## src/design/uhie_defs.svh

```systemverilog
// Register offsets, field positions, reset values and counts for the interrupt event block
`ifndef UHIE_DEFS_SVH
`define UHIE_DEFS_SVH

// ----------------------------------------
// Register offsets (bytes from base address)
// ----------------------------------------
`define UHIE_OFS_EVENT_STATUS 8'h0C
`define UHIE_OFS_EVENT_ENABLE 8'h10

// ----------------------------------------
// Bit positions in the 32-bit registers
// ----------------------------------------
`define UHIE_BIT_MASTER 31
`define UHIE_BIT_OWNER 30
`define UHIE_BIT_ROOT_HUB 6
`define UHIE_BIT_FRAME_WRAP 5
`define UHIE_BIT_FATAL 4
`define UHIE_BIT_RESUME 3
`define UHIE_BIT_FRAME_START 2
`define UHIE_BIT_DONE_QUEUE 1
`define UHIE_BIT_OVERRUN 0
`define UHIE_BIT_FRAME_MSB 15
`define UHIE_LOW_EVENTS 7

// ----------------------------------------
// Internal event vector layout (7 low events plus owner change)
// ----------------------------------------
`define UHIE_EVT_WIDTH 8
`define UHIE_EVT_OWNER 7

// ----------------------------------------
// Reset values
// ----------------------------------------
`define UHIE_RST_EVENTS 8'h00
`define UHIE_RST_MASTER 1'b0
`define UHIE_RST_WORD 32'h0000_0000
`define UHIE_RST_OVERRUN_CNT 2'h0
`define UHIE_OVERRUN_STEP 2'h1

// ----------------------------------------
// Widths of observed state
// ----------------------------------------
`define UHIE_ROOT_HUB_WIDTH 32
`define UHIE_NUM_PORTS 2
`define UHIE_FRAME_WIDTH 16

`endif

```

## src/design/uhie_pkg.sv

```systemverilog
// Types shared by the interrupt event block
package uhie_pkg;

    // Done-queue head writeback handshake
    typedef enum logic [1:0] {
        WB_IDLE,
        WB_WRITING,
        WB_HELD
    } uhie_wb_state_type;

endpackage

```

## src/design/uhie_change_detect.sv

```systemverilog
// Change detector: flags any difference between a vector and its previous value
`timescale 1ns/100ps
`include "uhie_defs.svh"

module uhie_change_detect
    import uhie_pkg::*;
#(
    parameter int WIDTH = 1
) (
    // Clock and reset
    input wire logic clk_sys,
    input wire logic rst_n,
    // Observed vector
    input wire logic [WIDTH-1:0] value,
    // Per-bit rise and any-bit change, combinational
    output logic [WIDTH-1:0] rise,
    output logic changed
);

    logic [WIDTH-1:0] prev_q;
    logic primed_q;

    // Previous value; first cycle after reset only primes, so reset itself is no change
    always_ff @(posedge clk_sys) begin
        if (!rst_n) begin
            prev_q <= '0;
            primed_q <= 1'b0;
        end else begin
            prev_q <= value;
            primed_q <= 1'b1;
        end
    end

    assign rise = primed_q ? (value & ~prev_q) : '0;
    assign changed = primed_q && (value != prev_q);

endmodule

```

## src/design/uhie_sticky_bits.sv

```systemverilog
// Sticky event bits: hardware sets, software clears by writing one, set beats clear
`timescale 1ns/100ps
`include "uhie_defs.svh"

module uhie_sticky_bits
    import uhie_pkg::*;
#(
    parameter int WIDTH = 1
) (
    // Clock and reset
    input wire logic clk_sys,
    input wire logic rst_n,
    // Hardware set and software clear strobes
    input wire logic [WIDTH-1:0] set,
    input wire logic [WIDTH-1:0] clear,
    // Stored bits
    output logic [WIDTH-1:0] bits_q
);

    logic [WIDTH-1:0] bits_d;

    // A set in the clearing cycle survives; nothing but a clear drops a bit
    always_comb begin
        bits_d = (bits_q & ~clear) | set;
    end

    always_ff @(posedge clk_sys) begin
        if (!rst_n) begin
            bits_q <= '0;
        end else begin
            bits_q <= bits_d;
        end
    end

endmodule

```

## src/design/uhie_top.sv

```systemverilog
// Interrupt event status and enable registers of the full-speed host controller core
//
// What this block does
// - Set owner-change status bit 30 when software sets owner_change_request (bit 3).
// - Unmasked owner-change status raises the system-management interrupt at once.
// - Without the system-management pin the owner-change bit stays zero forever.
// - Set bit 6 when root hub or any port state register changes.
// - Set bit 5 when frame counter bit 15 toggles or shared frame copy updates.
// - Set bit 4 on non-USB system error; software clears it after controller reset.
// - After a fatal system error, halt list processing and bus signaling.
// - Set bit 3 on device resume onset, not when software commands resume.
// - Set bit 2 at each frame start, together with the SOF token; here also set while halted, when no token goes out.
// - Set bit 1 right after the done-queue head reaches shared memory.
// - No further done-queue writeback while bit 1 is still set.
// - Set bit 0 on schedule overrun, after the shared frame number update.
// - Each schedule overrun increments the two-bit overrun counter, wrapping.
// - Interrupt only when status bit, its enable and master enable are set.
// - Enable write sets bits written one; bits written zero are unchanged.
// - Enable read returns stored enable bits without side effect.
// - Enable bit 31 is the master enable for every event.
// - Enable bit 30 gates owner change; enable bits 6..0 gate matching events.
// - Writing one clears a status bit; writing zero leaves it; no software set.
// - Hardware never clears a status bit; it stays until software clears it.
`timescale 1ns/100ps
`include "uhie_defs.svh"

module uhie_top
    import uhie_pkg::*;
#(
    // Build option: one when the system-management interrupt pin exists
    parameter bit SMI_PIN_PRESENT = 1'b1
) (
    // Clock and reset
    input wire logic clk_sys,
    input wire logic rst_n,
    // Register access behind the base address
    input wire logic reg_wr_en,
    input wire logic reg_rd_en,
    input wire logic [7:0] reg_addr,
    input wire logic [31:0] reg_wdata,
    output logic [31:0] reg_rdata,
    // Command status inputs and overrun count
    input wire logic owner_change_request,
    output logic [1:0] overrun_count,
    // Root hub observation
    input wire logic [`UHIE_ROOT_HUB_WIDTH-1:0] root_hub_state_reg,
    input wire logic [`UHIE_ROOT_HUB_WIDTH-1:0] root_port0_state_reg,
    input wire logic [`UHIE_ROOT_HUB_WIDTH-1:0] root_port1_state_reg,
    // Frame timing
    input wire logic [`UHIE_FRAME_WIDTH-1:0] frame_counter_reg,
    input wire logic shared_frame_counter_updated,
    input wire logic frame_start,
    output logic sof_token_issue,
    input wire logic schedule_overrun,
    // System error and halt
    input wire logic system_error,
    output logic processing_halt,
    // Resume signaling from the bus (asynchronous) and software resume state
    input wire logic device_resume_pin,
    input wire logic bus_resume_state,
    // Done-queue head writeback handshake
    input wire logic done_queue_wb_req,
    input wire logic done_queue_wb_done,
    output logic done_queue_wb_grant,
    // Interrupt requests
    output logic host_irq,
    output logic system_mgmt_irq_pin
);

    // ----------------------------------------
    // Declarations
    // ----------------------------------------
    logic [`UHIE_EVT_WIDTH-1:0] evt_set;
    logic [`UHIE_EVT_WIDTH-1:0] evt_clear;
    logic [`UHIE_EVT_WIDTH-1:0] evt_q;
    logic [`UHIE_EVT_WIDTH-1:0] enable_q;
    logic master_q;
    logic [31:0] status_word;
    logic [31:0] enable_word;
    logic [31:0] rdata_d;
    logic [31:0] rdata_q;
    logic wr_status;
    logic wr_enable;
    logic resume_meta_q;
    logic resume_sync_q;
    logic [0:0] resume_rise;
    logic [0:0] ocr_rise;
    logic root_hub_changed;
    logic root_port0_changed;
    logic root_port1_changed;
    logic frame_msb_changed;
    logic overrun_pending_q;
    logic [1:0] overrun_cnt_q;
    logic sof_q;
    logic halt_q;
    logic irq_q;
    logic smi_q;
    logic grant_q;
    logic [`UHIE_EVT_WIDTH-1:0] pending;
    uhie_wb_state_type wb_state_q;
    uhie_wb_state_type wb_state_d;

    // ----------------------------------------
    // Register decode
    // ----------------------------------------

    // Write strobes for the two registers; other offsets are ignored
    assign wr_status = reg_wr_en && (reg_addr == `UHIE_OFS_EVENT_STATUS);
    assign wr_enable = reg_wr_en && (reg_addr == `UHIE_OFS_EVENT_ENABLE);

    // Status write of one clears; zero and reserved positions do nothing
    always_comb begin
        evt_clear = '0;
        if (wr_status) begin
            evt_clear[`UHIE_LOW_EVENTS-1:0] = reg_wdata[`UHIE_LOW_EVENTS-1:0];
            evt_clear[`UHIE_EVT_OWNER] = reg_wdata[`UHIE_BIT_OWNER];
        end
    end

    // ----------------------------------------
    // Event sources
    // ----------------------------------------

    // Resume pin comes from the bus, so two flops before any logic looks at it
    always_ff @(posedge clk_sys) begin
        if (!rst_n) begin
            resume_meta_q <= 1'b0;
            resume_sync_q <= 1'b0;
        end else begin
            resume_meta_q <= device_resume_pin;
            resume_sync_q <= resume_meta_q;
        end
    end

    uhie_change_detect #(.WIDTH(1)) u_resume_edge (
        .clk_sys(clk_sys),
        .rst_n(rst_n),
        .value(resume_sync_q),
        .rise(resume_rise),
        .changed()
    );

    uhie_change_detect #(.WIDTH(1)) u_ocr_edge (
        .clk_sys(clk_sys),
        .rst_n(rst_n),
        .value(owner_change_request),
        .rise(ocr_rise),
        .changed()
    );

    uhie_change_detect #(.WIDTH(`UHIE_ROOT_HUB_WIDTH)) u_hub_change (
        .clk_sys(clk_sys),
        .rst_n(rst_n),
        .value(root_hub_state_reg),
        .rise(),
        .changed(root_hub_changed)
    );

    uhie_change_detect #(.WIDTH(`UHIE_ROOT_HUB_WIDTH)) u_port0_change (
        .clk_sys(clk_sys),
        .rst_n(rst_n),
        .value(root_port0_state_reg),
        .rise(),
        .changed(root_port0_changed)
    );

    uhie_change_detect #(.WIDTH(`UHIE_ROOT_HUB_WIDTH)) u_port1_change (
        .clk_sys(clk_sys),
        .rst_n(rst_n),
        .value(root_port1_state_reg),
        .rise(),
        .changed(root_port1_changed)
    );

    uhie_change_detect #(.WIDTH(1)) u_frame_msb (
        .clk_sys(clk_sys),
        .rst_n(rst_n),
        .value(frame_counter_reg[`UHIE_BIT_FRAME_MSB]),
        .rise(),
        .changed(frame_msb_changed)
    );

    // Overrun waits for the shared frame copy update before it shows
    always_ff @(posedge clk_sys) begin
        if (!rst_n) begin
            overrun_pending_q <= 1'b0;
        end else if (shared_frame_counter_updated) begin
            overrun_pending_q <= 1'b0;
        end else if (schedule_overrun) begin
            overrun_pending_q <= 1'b1;
        end
    end

    // Overrun counter counts every overrun, set bit or not, and wraps
    always_ff @(posedge clk_sys) begin
        if (!rst_n) begin
            overrun_cnt_q <= `UHIE_RST_OVERRUN_CNT;
        end else if (schedule_overrun) begin
            overrun_cnt_q <= overrun_cnt_q + `UHIE_OVERRUN_STEP;
        end
    end

    // Set vector for the sticky status bits
    always_comb begin
        evt_set = '0;
        evt_set[`UHIE_EVT_OWNER] = SMI_PIN_PRESENT && ocr_rise[0];
        evt_set[`UHIE_BIT_ROOT_HUB] = root_hub_changed || root_port0_changed || root_port1_changed;
        evt_set[`UHIE_BIT_FRAME_WRAP] = frame_msb_changed || shared_frame_counter_updated;
        evt_set[`UHIE_BIT_FATAL] = system_error;
        evt_set[`UHIE_BIT_RESUME] = resume_rise[0] && !bus_resume_state;
        evt_set[`UHIE_BIT_FRAME_START] = frame_start;
        evt_set[`UHIE_BIT_DONE_QUEUE] = done_queue_wb_done && (wb_state_q == WB_WRITING);
        evt_set[`UHIE_BIT_OVERRUN] = (overrun_pending_q || schedule_overrun) && shared_frame_counter_updated;
    end

    // Status bits: only hardware sets and only software clears
    uhie_sticky_bits #(.WIDTH(`UHIE_EVT_WIDTH)) u_status (
        .clk_sys(clk_sys),
        .rst_n(rst_n),
        .set(evt_set),
        .clear(evt_clear),
        .bits_q(evt_q)
    );

    // ----------------------------------------
    // Enable register
    // ----------------------------------------

    // Write-one-to-set; only reset clears an enable bit, so nothing here clears
    always_ff @(posedge clk_sys) begin
        if (!rst_n) begin
            enable_q <= `UHIE_RST_EVENTS;
            master_q <= `UHIE_RST_MASTER;
        end else if (wr_enable) begin
            enable_q[`UHIE_LOW_EVENTS-1:0] <= enable_q[`UHIE_LOW_EVENTS-1:0]
                | reg_wdata[`UHIE_LOW_EVENTS-1:0];
            enable_q[`UHIE_EVT_OWNER] <= enable_q[`UHIE_EVT_OWNER] | reg_wdata[`UHIE_BIT_OWNER];
            master_q <= master_q | reg_wdata[`UHIE_BIT_MASTER];
        end
    end

    // ----------------------------------------
    // Read path
    // ----------------------------------------

    // Place the internal bits at their register positions; reserved read zero
    always_comb begin
        status_word = `UHIE_RST_WORD;
        status_word[`UHIE_LOW_EVENTS-1:0] = evt_q[`UHIE_LOW_EVENTS-1:0];
        status_word[`UHIE_BIT_OWNER] = SMI_PIN_PRESENT && evt_q[`UHIE_EVT_OWNER];
        enable_word = `UHIE_RST_WORD;
        enable_word[`UHIE_LOW_EVENTS-1:0] = enable_q[`UHIE_LOW_EVENTS-1:0];
        enable_word[`UHIE_BIT_OWNER] = enable_q[`UHIE_EVT_OWNER];
        enable_word[`UHIE_BIT_MASTER] = master_q;
    end

    // Reads have no side effect; unmapped offsets return zero
    always_comb begin
        rdata_d = rdata_q;
        if (reg_rd_en) begin
            case (reg_addr)
                `UHIE_OFS_EVENT_STATUS: rdata_d = status_word;
                `UHIE_OFS_EVENT_ENABLE: rdata_d = enable_word;
                default: rdata_d = `UHIE_RST_WORD;
            endcase
        end
    end

    always_ff @(posedge clk_sys) begin
        if (!rst_n) begin
            rdata_q <= `UHIE_RST_WORD;
        end else begin
            rdata_q <= rdata_d;
        end
    end

    // ----------------------------------------
    // Done-queue writeback control
    // ----------------------------------------

    // Grant only while the done bit is clear; the head is kept until software saves it
    always_comb begin
        wb_state_d = wb_state_q;
        case (wb_state_q)
            WB_IDLE: begin
                if (done_queue_wb_req && !evt_q[`UHIE_BIT_DONE_QUEUE]) begin
                    wb_state_d = WB_WRITING;
                end
            end
            WB_WRITING: begin
                if (done_queue_wb_done) begin
                    wb_state_d = WB_HELD;
                end
            end
            WB_HELD: begin
                if (!evt_q[`UHIE_BIT_DONE_QUEUE]) begin
                    wb_state_d = WB_IDLE;
                end
            end
            default: wb_state_d = WB_IDLE;
        endcase
    end

    always_ff @(posedge clk_sys) begin
        if (!rst_n) begin
            wb_state_q <= WB_IDLE;
            grant_q <= 1'b0;
        end else begin
            wb_state_q <= wb_state_d;
            grant_q <= (wb_state_d == WB_WRITING);
        end
    end

    // ----------------------------------------
    // Frame start token and halt
    // ----------------------------------------

    // Token issue is flopped with the same edge that sets the frame start bit
    always_ff @(posedge clk_sys) begin
        if (!rst_n) begin
            sof_q <= 1'b0;
            halt_q <= 1'b0;
        end else begin
            sof_q <= frame_start && !evt_set[`UHIE_BIT_FATAL] && !halt_q;
            halt_q <= evt_q[`UHIE_BIT_FATAL] || system_error;
        end
    end

    // ----------------------------------------
    // Interrupt requests
    // ----------------------------------------

    // Owner change goes to the management interrupt, not the ordinary one
    always_comb begin
        pending = evt_q & enable_q;
        if (SMI_PIN_PRESENT) begin
            pending[`UHIE_EVT_OWNER] = 1'b0;
        end
    end

    always_ff @(posedge clk_sys) begin
        if (!rst_n) begin
            irq_q <= 1'b0;
            smi_q <= 1'b0;
        end else begin
            irq_q <= master_q && (|pending);
            smi_q <= SMI_PIN_PRESENT && master_q && evt_q[`UHIE_EVT_OWNER]
                && enable_q[`UHIE_EVT_OWNER];
        end
    end

    // ----------------------------------------
    // Outputs
    // ----------------------------------------
    assign reg_rdata = rdata_q;
    assign overrun_count = overrun_cnt_q;
    assign sof_token_issue = sof_q;
    assign processing_halt = halt_q;
    assign done_queue_wb_grant = grant_q;
    assign host_irq = irq_q;
    assign system_mgmt_irq_pin = smi_q;

endmodule

```

## config.mk

```make
export PLATFORM = sky130hd
export DESIGN_NAME = uhie_top
export DESIGN_NICKNAME = d
export VERILOG_FILES = /design/src/design/uhie_pkg.sv /design/src/design/uhie_change_detect.sv /design/src/design/uhie_sticky_bits.sv /design/src/design/uhie_top.sv
export VERILOG_INCLUDE_DIRS = /design/src /design/src/design
export SDC_FILE = /design/constraint.sdc
export NUM_CORES = 1
export LEC_CHECK = 0
export BUFFER_PORTS_ARGS = -buffer_cell sky130_fd_sc_hd__buf_2
export CORE_MARGIN = 8
export CORE_UTILIZATION = 44
export DETAILED_ROUTE_END_ITERATION = 8
export GPL_TIMING_DRIVEN = 0
export PLACE_DENSITY_LB_ADDON = 0.2
export SLEW_MARGIN = 20
export SYNTH_ARGS = -nofsm -noshare
export SYNTH_HDL_FRONTEND = slang
export SYNTH_SLANG_ARGS = --single-unit
```

## constraint.sdc

```tcl
create_clock -name clk_sys -period 1.6 [get_ports clk_sys]
set_input_delay 0.08 -clock clk_sys [delete_from_list [all_inputs] [get_ports clk_sys]]
set_output_delay 0.08 -clock clk_sys [all_outputs]
set_load 0.02 [all_outputs]
```

=== After elaboration in Yosys (flattened, before gate mapping) ===
Index checks and enable logic that the tools add are counted.
Widths: inputs -> output; s select.

* Register bits after elaboration: 161
* Bits of input ports: 165
* Word-level logic and storage cells: 79

* $add $sub $neg: 1
* Equality and inequality tests: 9
* Mux-type cells: 9
* Bitwise operators: 12
* Reductions and logical operators: 27

{| class="wikitable"
|+ Operators with widths
! kind !! number
|-
| $ne 32x32->1 || 3
|-
| $pmux 32 s2 || 1
|-
| $logic_and 1x1->1 || 15
|-
| $and 8x8->8 || 1
|-
| $eq 8x4->1 const B || 1
|-
| $eq 8x5->1 const B || 1
|-
| $mux 8 || 1
|-
| $not 8->8 || 1
|-
| $or 8x8->8 || 1
|-
| $and 7x7->7 || 1
|-
| $or 7x7->7 || 1
|-
| $reduce_or 7->1 || 1
|-
| $mux 2 || 3
|-
| $pmux 2 s3 || 1
|-
| $logic_or 1x1->1 || 5
|-
| $eq 2x1->1 const B || 2
|-
| $logic_not 1->1 || 4
|-
| $mux 1 || 3
|-
| $not 1->1 || 3
|-
| $add 2x1->2 const B || 1
|-
| $and 1x1->1 || 2
|-
| $eq 2x2->1 const B || 1
|-
| $logic_not 2->1 || 1
|-
| $or 1x1->1 || 2
|-
| other kinds (2) || 2
|}

=== Logic depth before layout (Yosys ltp) ===
Gate-level depths: netlist of the first run.

* Word-level depth: 6
* Depth in mapped cells: 6
* Mapped depth without buffers: 5

=== Hierarchy ===
A second synthesis of the first run with hierarchy kept.

* Cell total of the unflattened synthesis: 753
* Area total of the unflattened synthesis: 7123.1 µm²

{| class="wikitable"
|+ Modules (own cells, without submodules)
! module !! times used !! cells an instance !! area an instance (µm²) !! sequential area each (µm²)
|-
| uhie_change_detect at u_hub_change ... || 3 || 178 || 1681.6 || 660.6
|-
| uhie_top || 1 || 173 || 1492.7 || 600.6
|-
| uhie_sticky_bits || 1 || 25 || 337.8 || 160.2
|-
| uhie_change_detect at u_frame_msb ... || 3 || 7 || 82.6 || 40.0
|}

=== Least setup slack after synthesis of the first run ===
OpenSTA, ideal clock, no wires.

* Path kind: input -> register
* Start: in reg_addr[7]
* End: reg enable_q[0]
* Library setup time: 0.065 ns
* Arrival time: 1.496 ns
* Path slack: 0.038 ns
* Stages: 6
* Path buffers: 1
* Cell sequence: or4_4 -> nor4_4 -> and2_1 -> buf_6 -> a21oi_1 -> nor2b_1

* Cells in the longest elaborated chain, start to end: 2

{| class="wikitable"
|+ RTL lines
! element !! RTL line !! RTL
|-
| from (decl) || uhie_top.sv:39 || <nowiki>input wire logic [7:0] reg_addr,</nowiki>
|-
| $eq 8x5->1 || - ||
|-
| $logic_and 1x1->1 || uhie_top.sv:109 || <nowiki>assign wr_enable = reg_wr_en && (reg_addr == `UHIE_OFS_EVENT_ENABLE);</nowiki>
|-
| to (signal assigned) || uhie_top.sv:232 || <nowiki>enable_q <= `UHIE_RST_EVENTS;</nowiki>
|-
| to (signal, indexed assignment) || uhie_top.sv:235 || <nowiki>enable_q[`UHIE_LOW_EVENTS-1:0] <= enable_q[`UHIE_LOW_EVENTS-1:0]</nowiki>
|-
| to (signal, indexed assignment) || uhie_top.sv:237 || <nowiki>enable_q[`UHIE_EVT_OWNER] <= enable_q[`UHIE_EVT_OWNER] | reg_wdata[`UHIE_BIT_OWNER];</nowiki>
|-
| to (decl) || uhie_top.sv:76 || <nowiki>logic [`UHIE_EVT_WIDTH-1:0] enable_q;</nowiki>
|}

No other way between the ends.
A chain may end at the register's enable or synchronous reset.

=== Final worst setup path of the first run ===
* Start: in root_port1_state_reg[15]
* End: reg u_status.bits_q[6]

* Cells in the longest elaborated chain, start to end: 4

{| class="wikitable"
|+ RTL lines
! element !! RTL line !! RTL
|-
| from (decl) || uhie_top.sv:48 || <nowiki>input wire logic [`UHIE_ROOT_HUB_WIDTH-1:0] root_port1_state_reg,</nowiki>
|-
| $ne 32x32->1 || uhie_change_detect.sv:35 || <nowiki>assign changed = primed_q && (value != prev_q);</nowiki>
|-
| $logic_and 1x1->1 || uhie_change_detect.sv:35 ||
|-
| $logic_or 1x1->1 || uhie_top.sv:207 || <nowiki>evt_set[`UHIE_BIT_ROOT_HUB] = root_hub_changed || root_port0_changed || root_port1_changed;</nowiki>
|-
| $or 8x8->8 || uhie_sticky_bits.sv:24 || <nowiki>bits_d = (bits_q & ~clear) | set;</nowiki>
|-
| to (signal assigned) || uhie_sticky_bits.sv:31 || <nowiki>bits_q <= bits_d;</nowiki>
|-
| to (decl) || uhie_sticky_bits.sv:17 || <nowiki>output logic [WIDTH-1:0] bits_q</nowiki>
|}

No other way between the ends.

==> out/results.ini, run 1 <==
[status]
run_status=complete, but fails checks
violations=negative setup slack

[logic_synthesis]
synth-simple-area-share_pct=21.7
synth_top_area_share_pct=51.3
synth_compound_area_share_pct=5.85
synth_cell_type_count=36
synth_edf_count=0
synthCells=514
syn_area_um2=5390
syn_avg_cell_area_um2=10.5
ys_async_sr_fraction_pct=0
synth_area_leaders=dfxtp_1 (51%), xor2_1 (16%), and2_1 (12%), buf_4 (3.5%), nor4_1 (2.9%)
synth_top_family_by_area=simple AND/OR/NAND/NOR gates
yosysWarnings=0
ys_ff_latch=138
synth_fa_ha_area_share_pct=0
synth_flop_cell=dfxtp_1
synthXorXnorAreaFrac_pct=16.1
synth_area_leader_cell=dfxtp_1
ys_seq_area_share_pct=51.3
muxShareOfSynthArea_pct=0

[critical_path]
worstPathArrival_ns=1.94
crit_path_start=root_port1_state_reg[15]
worstSetupPathType=in -> reg
endpoint_kind=flip-flop
cp-start-kind=primary input
required_ns=1.90
r2r_start=u_hub_change.prev_q[19]$_SDFF_PN0_
reg2reg_slack_ns=-0.02
crit_fanout=2
r2r_cells=5
r2r-end=u_status.bits_q[6]$_SDFF_PN0_

[routing]
vias=4481
first_iter_violations=195
routed_wl_um=15100
remaining_drc_errors=0
first_pass_iters=4
wl_per_cell_um=15.6
final_antenna_net_count=0
vias_per_cell=4.63

[floorplan]
die_area_um2=16000
die_y_um=127
start_util_pct=44.9
ios=204
fp.dieW_um=127
coreArea_um2=12000
num_rows=40

[clock_network]
cts_sinks=138
clock_path_buffers=2
cts_tree=yes
numCtsBuffers=17
clkTransAtPathRegs_ns=0.05
clk_latency_ns=0.41
htreeDepth=4
cts-root-buf=clkbuf_16
postCtsSetupBuffers=0

[hold_path]
hold_path_class=in -> reg
holdPathEnd=done_queue_wb_grant$_SDFF_PN0_
min-delay-start=done_queue_wb_req
min_path_cells=3

[flow_run]
max_cap_viol_count=0

[power]
p_per_area_nw_per_um2=997
leakage_nw=3.75
ir_worst_vdd_v=0.000658

[placement]
dpl_cell_area_um2=6360
place_inst=823
gp_congestion=0.805
post-place-ws_ns=-0.311
dp_hpwl_um=10100
portBuffers=140

[global_routing]
antenna_found_initial=0
grt-ovfl-total=0
grt_pass1_vias=4796
grt_first_pass_wirelength_um=24100
track_usage_pct=19.2
grt_max_degree=17

[layout]
synthToLayoutAreaGrowth_pct=49.7
fin_cells=968
final_cell_mix=buf_2 (140), dfxtp_1 (138), dlygate4sd3_1 (115)
diodes=0
final_area_um2=8070
fin_nets=975
drive_gt1_share_pct=24.7
final_common_cell=buf_2

[sta]
hold_viol=0
worst_slew_pin_slew_ns=0.588
fin_crit_sh_pct=103
finalSetupViolCount=1
fmax_ghz=0.610
fin_ws_ns=-0.0403
clock_skew_ns=0.00371
slew_violations=0
slew-limit-headroom_pct=60.5
grt_setup_unrepaired=true
fin_crit_ns=1.64

## per-layer routing
metal  vias to the layer above  GRT usage, %  share of wire (%)
met5                         -             0                  0
met4                         0          7.98                2.1
met3                        30          6.79                7.4
met2                       135          32.8                 50
met1                      2070          21.2                 41
li1                       2246             -                  -
## registers in the layout, indices dropped and copies added, names as in the netlist, 2 cells and up
signal / count
u_status.bits_q: 8
reg_rdata: 9
enable_q: 8
overrun_count: 2
wb_state_q: 2
u_hub_change.prev_q: 32
u_port1_change.prev_q: 32
u_port0_change.prev_q: 32
## worst max-delay path, cell delays in order
cell           delay, ns
dlygate4sd3_1       0.55
buf_2               0.15
xor2_1              0.16
nor4_2              0.33
nand4_1             0.26
nor4_4              0.32
a21oi_1             0.09
## cells by family (layout without fill, tap and decap cells)
family                    after synthesis  in the layout
DFF                                   138            138
other                                   1             23
AOI/OAI and AO/OA                      43             43
buffers and inverters                  45            330
and+or+nand+nor                       188            188
xor gates and xnor gates               99             99
## layout make-up
| type | count | area (um^2) |
|---|---|---|
| inverters | 2 | 7.51 |
| flip-flops and latches | 138 | 2760 |
| multi-input cells | 353 | 2510 |
| repair buffers | 255 | 1850 |
| plain buffers | 43 | 263 |
| clock inverters | 4 | 20.0 |
| well taps | 147 | 184 |
| fillers | 916 | 3940 |
| clock buffers | 26 | 469 |
## cell usage after synthesis, types with 3 or more instances
master,number
nand4_1,6
a21oi_1,11
a21boi_0,4
and2_1,105
dfxtp_1,138
buf_4,25
nor2_1,4
nand3_1,7
nor2b_1,14
nor4_1,25
clkbuf_1,16
nand2_1,14
o211a_1,8
xor2_1,98
nor3b_1,3
a22oi_1,10
## per-stage QoR
| stage | TNS (ns) | power, mW | utilization [%] | hold WS (ns) |
|---|---|---|---|---|
| after global routing | -0.106 | 8.39 | 67.2 | 0.0204 |
| after detailed placement | -7.51 | 4.56 | 52.9 | 0.210 |
| after global placement | -6.41 | 4.53 | 52.9 | 0.207 |
| after floorplan | 0 | 4.22 | - | 0.108 |
| final | -0.0403 | 8.05 | 67.2 | 0.0267 |
| after CTS | 0 | 8.09 | 66.8 | 0.00860 |
## repair_timing
item | CTS | global route
cloned | 0 | 0
hold buffers | 115 | 0
endpoints found under the hold margin | 119 | 0
gates resized for setup | 5 | 6
pin swaps | 1 | 5
setup endpoints to repair | 1 | 1
## report_power, final
group / internal, mW / total (mW) / switching, mW
sequential: 3.62 / 3.70 / 0.0858
combinational: 0.572 / 1.04 / 0.466
clock: 1.99 / 3.31 / 1.32
## how the worst max path moves through the flow
stage	to	slack [ns]	cells after the start
after floorplan	enable_q[0]$_SDFFE_PN0P_	0.04	6
after global placement	reg_rdata[3]$_SDFFE_PN0P_	-0.29	7
after detailed placement	reg_rdata[3]$_SDFFE_PN0P_	-0.31	7
after CTS	u_status.bits_q[6]$_SDFF_PN0_	0.01	5
after global routing	u_status.bits_q[6]$_SDFF_PN0_	-0.11	7
final	u_status.bits_q[6]$_SDFF_PN0_	-0.04	7
No activity file was read; power rests on OpenSTA's default activity.
==> inputs of run 2 (changes only) <==
Settings changed: SETUP_SLACK_MARGIN set to 0.4.
==> out/results.ini, run 2 (synthesized netlist as in run 1, its figures left out) <==
[critical_path]
worstPathArrival_ns=1.89  ; -0.05 ns
critPathBufInv=0  ; -2
slowest_delay_ns=0.37  ; -0.18 ns
endpoint_kind=flip-flop
required_ns=1.89  ; about the same
worstSetupPathType=reg -> reg
crit_chain=xor2_1 > nor4_2 > nand4_1 > nor4_2 > a21oi_1
cp-start-kind=flip-flop
crit_slowest_cell=nor4_2
crit_fanout=1  ; -1
cpLargestDelayFamily=simple AND/OR/NAND/NOR gates
cp_common_cell=nor4_2

[sta]
fmax_ghz=0.623  ; +2.3%
grt_setup_unrepaired=true
fin_ws_ns=-0.00411  ; +0.0362 ns
holdWs_ns=0.0160  ; -0.0107 ns
finalSetupViolCount=1  ; unchanged
fin_crit_sh_pct=100  ; -2.3 points
slew-limit-headroom_pct=59.1  ; -1.4 points
tns_ns=-0.00411  ; +0.0362 ns
hold_viol=0  ; unchanged
fin_crit_ns=1.60  ; -0.0362 ns
clock_skew_ns=0.00625  ; +0.00255 ns
slew_violations=0  ; unchanged
worst_slew_pin_slew_ns=0.613  ; +0.0253 ns

[floorplan]
fp.dieW_um=127  ; unchanged
num_rows=40  ; unchanged
die_y_um=127  ; unchanged
ios=204  ; unchanged
start_util_pct=44.9  ; unchanged
coreArea_um2=12000  ; unchanged
die_area_um2=16000  ; unchanged

[clock_network]
cts-root-buf=clkbuf_16
clk_latency_ns=0.41  ; about the same
cts_tree=yes
htreeDepth=4  ; unchanged
clkTransAtPathRegs_ns=0.05  ; about the same
clock_path_buffers=2  ; unchanged
cts_sinks=138  ; unchanged
numCtsBuffers=17  ; unchanged

[power]
fin_total_pwr_mw=8.21  ; +2.0%
leakage_nw=3.82  ; +1.9%
p_per_area_nw_per_um2=989  ; -0.79%
ir_worst_vdd_v=0.000753  ; +14%

[routing]
wl_per_cell_um=16.3  ; +4.8%
vias=4615  ; +3.0%
routed_wl_um=16000  ; +5.9%
final_antenna_net_count=0  ; unchanged
first_iter_violations=232  ; +19%
first_pass_iters=4  ; unchanged
vias_per_cell=4.72  ; +1.9%
remaining_drc_errors=0  ; unchanged

[placement]
portBuffers=140  ; unchanged
dp_hpwl_um=10100  ; about the same
gp_congestion=0.790  ; -1.9%

[layout]
fin_nets=982  ; +0.72%
drive_gt1_share_pct=29.1  ; +4.4 points
final_common_cell=buf_2
top_regs=u_hub_change.prev_q x32, u_port0_change.prev_q x32, u_port1_change.prev_q x32
final_cell_mix=buf_2 (139), dfxtp_1 (135), dlygate4sd3_1 (113)
synthToLayoutAreaGrowth_pct=53.9

[global_routing]
grt_pass1_vias=5041  ; +5.1%
track_usage_pct=19.8  ; +0.62 points
grt_first_pass_wirelength_um=25100  ; +4.3%
grt-ovfl-total=0  ; unchanged
antenna_found_initial=2  ; +2
grt_max_degree=17  ; unchanged

[hold_path]
hold_path_class=in -> reg

[status]
violations=negative setup slack
run_status=complete, but fails checks

[flow_run]
max_cap_viol_count=0  ; unchanged

[run 2: cell types whose count changed in the layout (fill, tap and decap cells not counted), sizes merged]
cell / before / now
diode: 0 / 4
clkinv: 4 / 3
clkbuf: 42 / 43
dlygate4sd3: 115 / 113
buf: 167 / 175
[run 2: metrics by stage]
step	cell area [um^2]	std cells	setup slack (ns)	utilization (%)
6_report	8300	978	-0.00411	69.1
3_3_place_gp	6370	823	-0.296	53.1
5_1_grt	8290	976	-0.115	69.0
2_1_floorplan	5490	536	0.0395	-
3_5_place_dp	6370	823	-0.313	53.1
4_1_cts	8090	971	0.0215	67.4
[run 2: area by class of cell]
type | count | area, um^2
flip-flops and latches | 138 | 2770
clock inverters | 3 | 15.0
fillers | 926 | 3710
repair buffers | 262 | 1940
multi-input cells | 353 | 2600
well taps | 147 | 184
inverters | 2 | 7.51
diodes | 4 | 10.0
plain buffers | 43 | 275
clock buffers | 26 | 499
[run 2: per-layer routing]
metal  track usage (%)  wire length (um)  vias to the layer above  part of all wire [%]
li1                  -                 -                     2268                     -
met1              21.8              6700                     2192                    42
met2              34.7              7920                      132                    50
met3              6.70              1080                       23                   6.8
met4              7.49               254                        0                   1.6
met5                 0                 0                        -                     0
[run 2: path summary, 6_finish.rpt]
check | startpoint | to | slack (ns) | depth (start not counted)
max reg2reg | u_port0_change.prev_q[29]$_SDFF_PN0_ | u_status.bits_q[6]$_SDFF_PN0_ | -0.004 | 5
min | done_queue_wb_done | u_status.bits_q[1]$_SDFF_PN0_ | 0.02 | 3
max | u_port0_change.prev_q[29]$_SDFF_PN0_ | u_status.bits_q[6]$_SDFF_PN0_ | -0.004 | 5
min reg2reg | processing_halt$_SDFF_PN0_ | sof_token_issue$_SDFF_PN0_ | 0.42 | 1
[run 2: repair_timing]
action	4_1_cts	5_1_grt
hold buffers	113	0
gates resized for setup	7	39
buffers inserted	6	1
endpoints found under the hold margin	117	0
cloned	0	2
setup endpoints to repair	37	54
pin swaps	6	19
[run 2: worst min-delay path, cell delays in order]
cell and delay, ns:
buf_2 0.11, nand3b_1 0.10, a21boi_0 0.08
[run 2: where the power goes]
part	internal (mW)	switching (mW)	total, mW
Clock	2.11	1.34	3.45
Combinational	0.575	0.481	1.06
Sequential	3.62	0.0893	3.71
Total	6.30	1.91	8.21
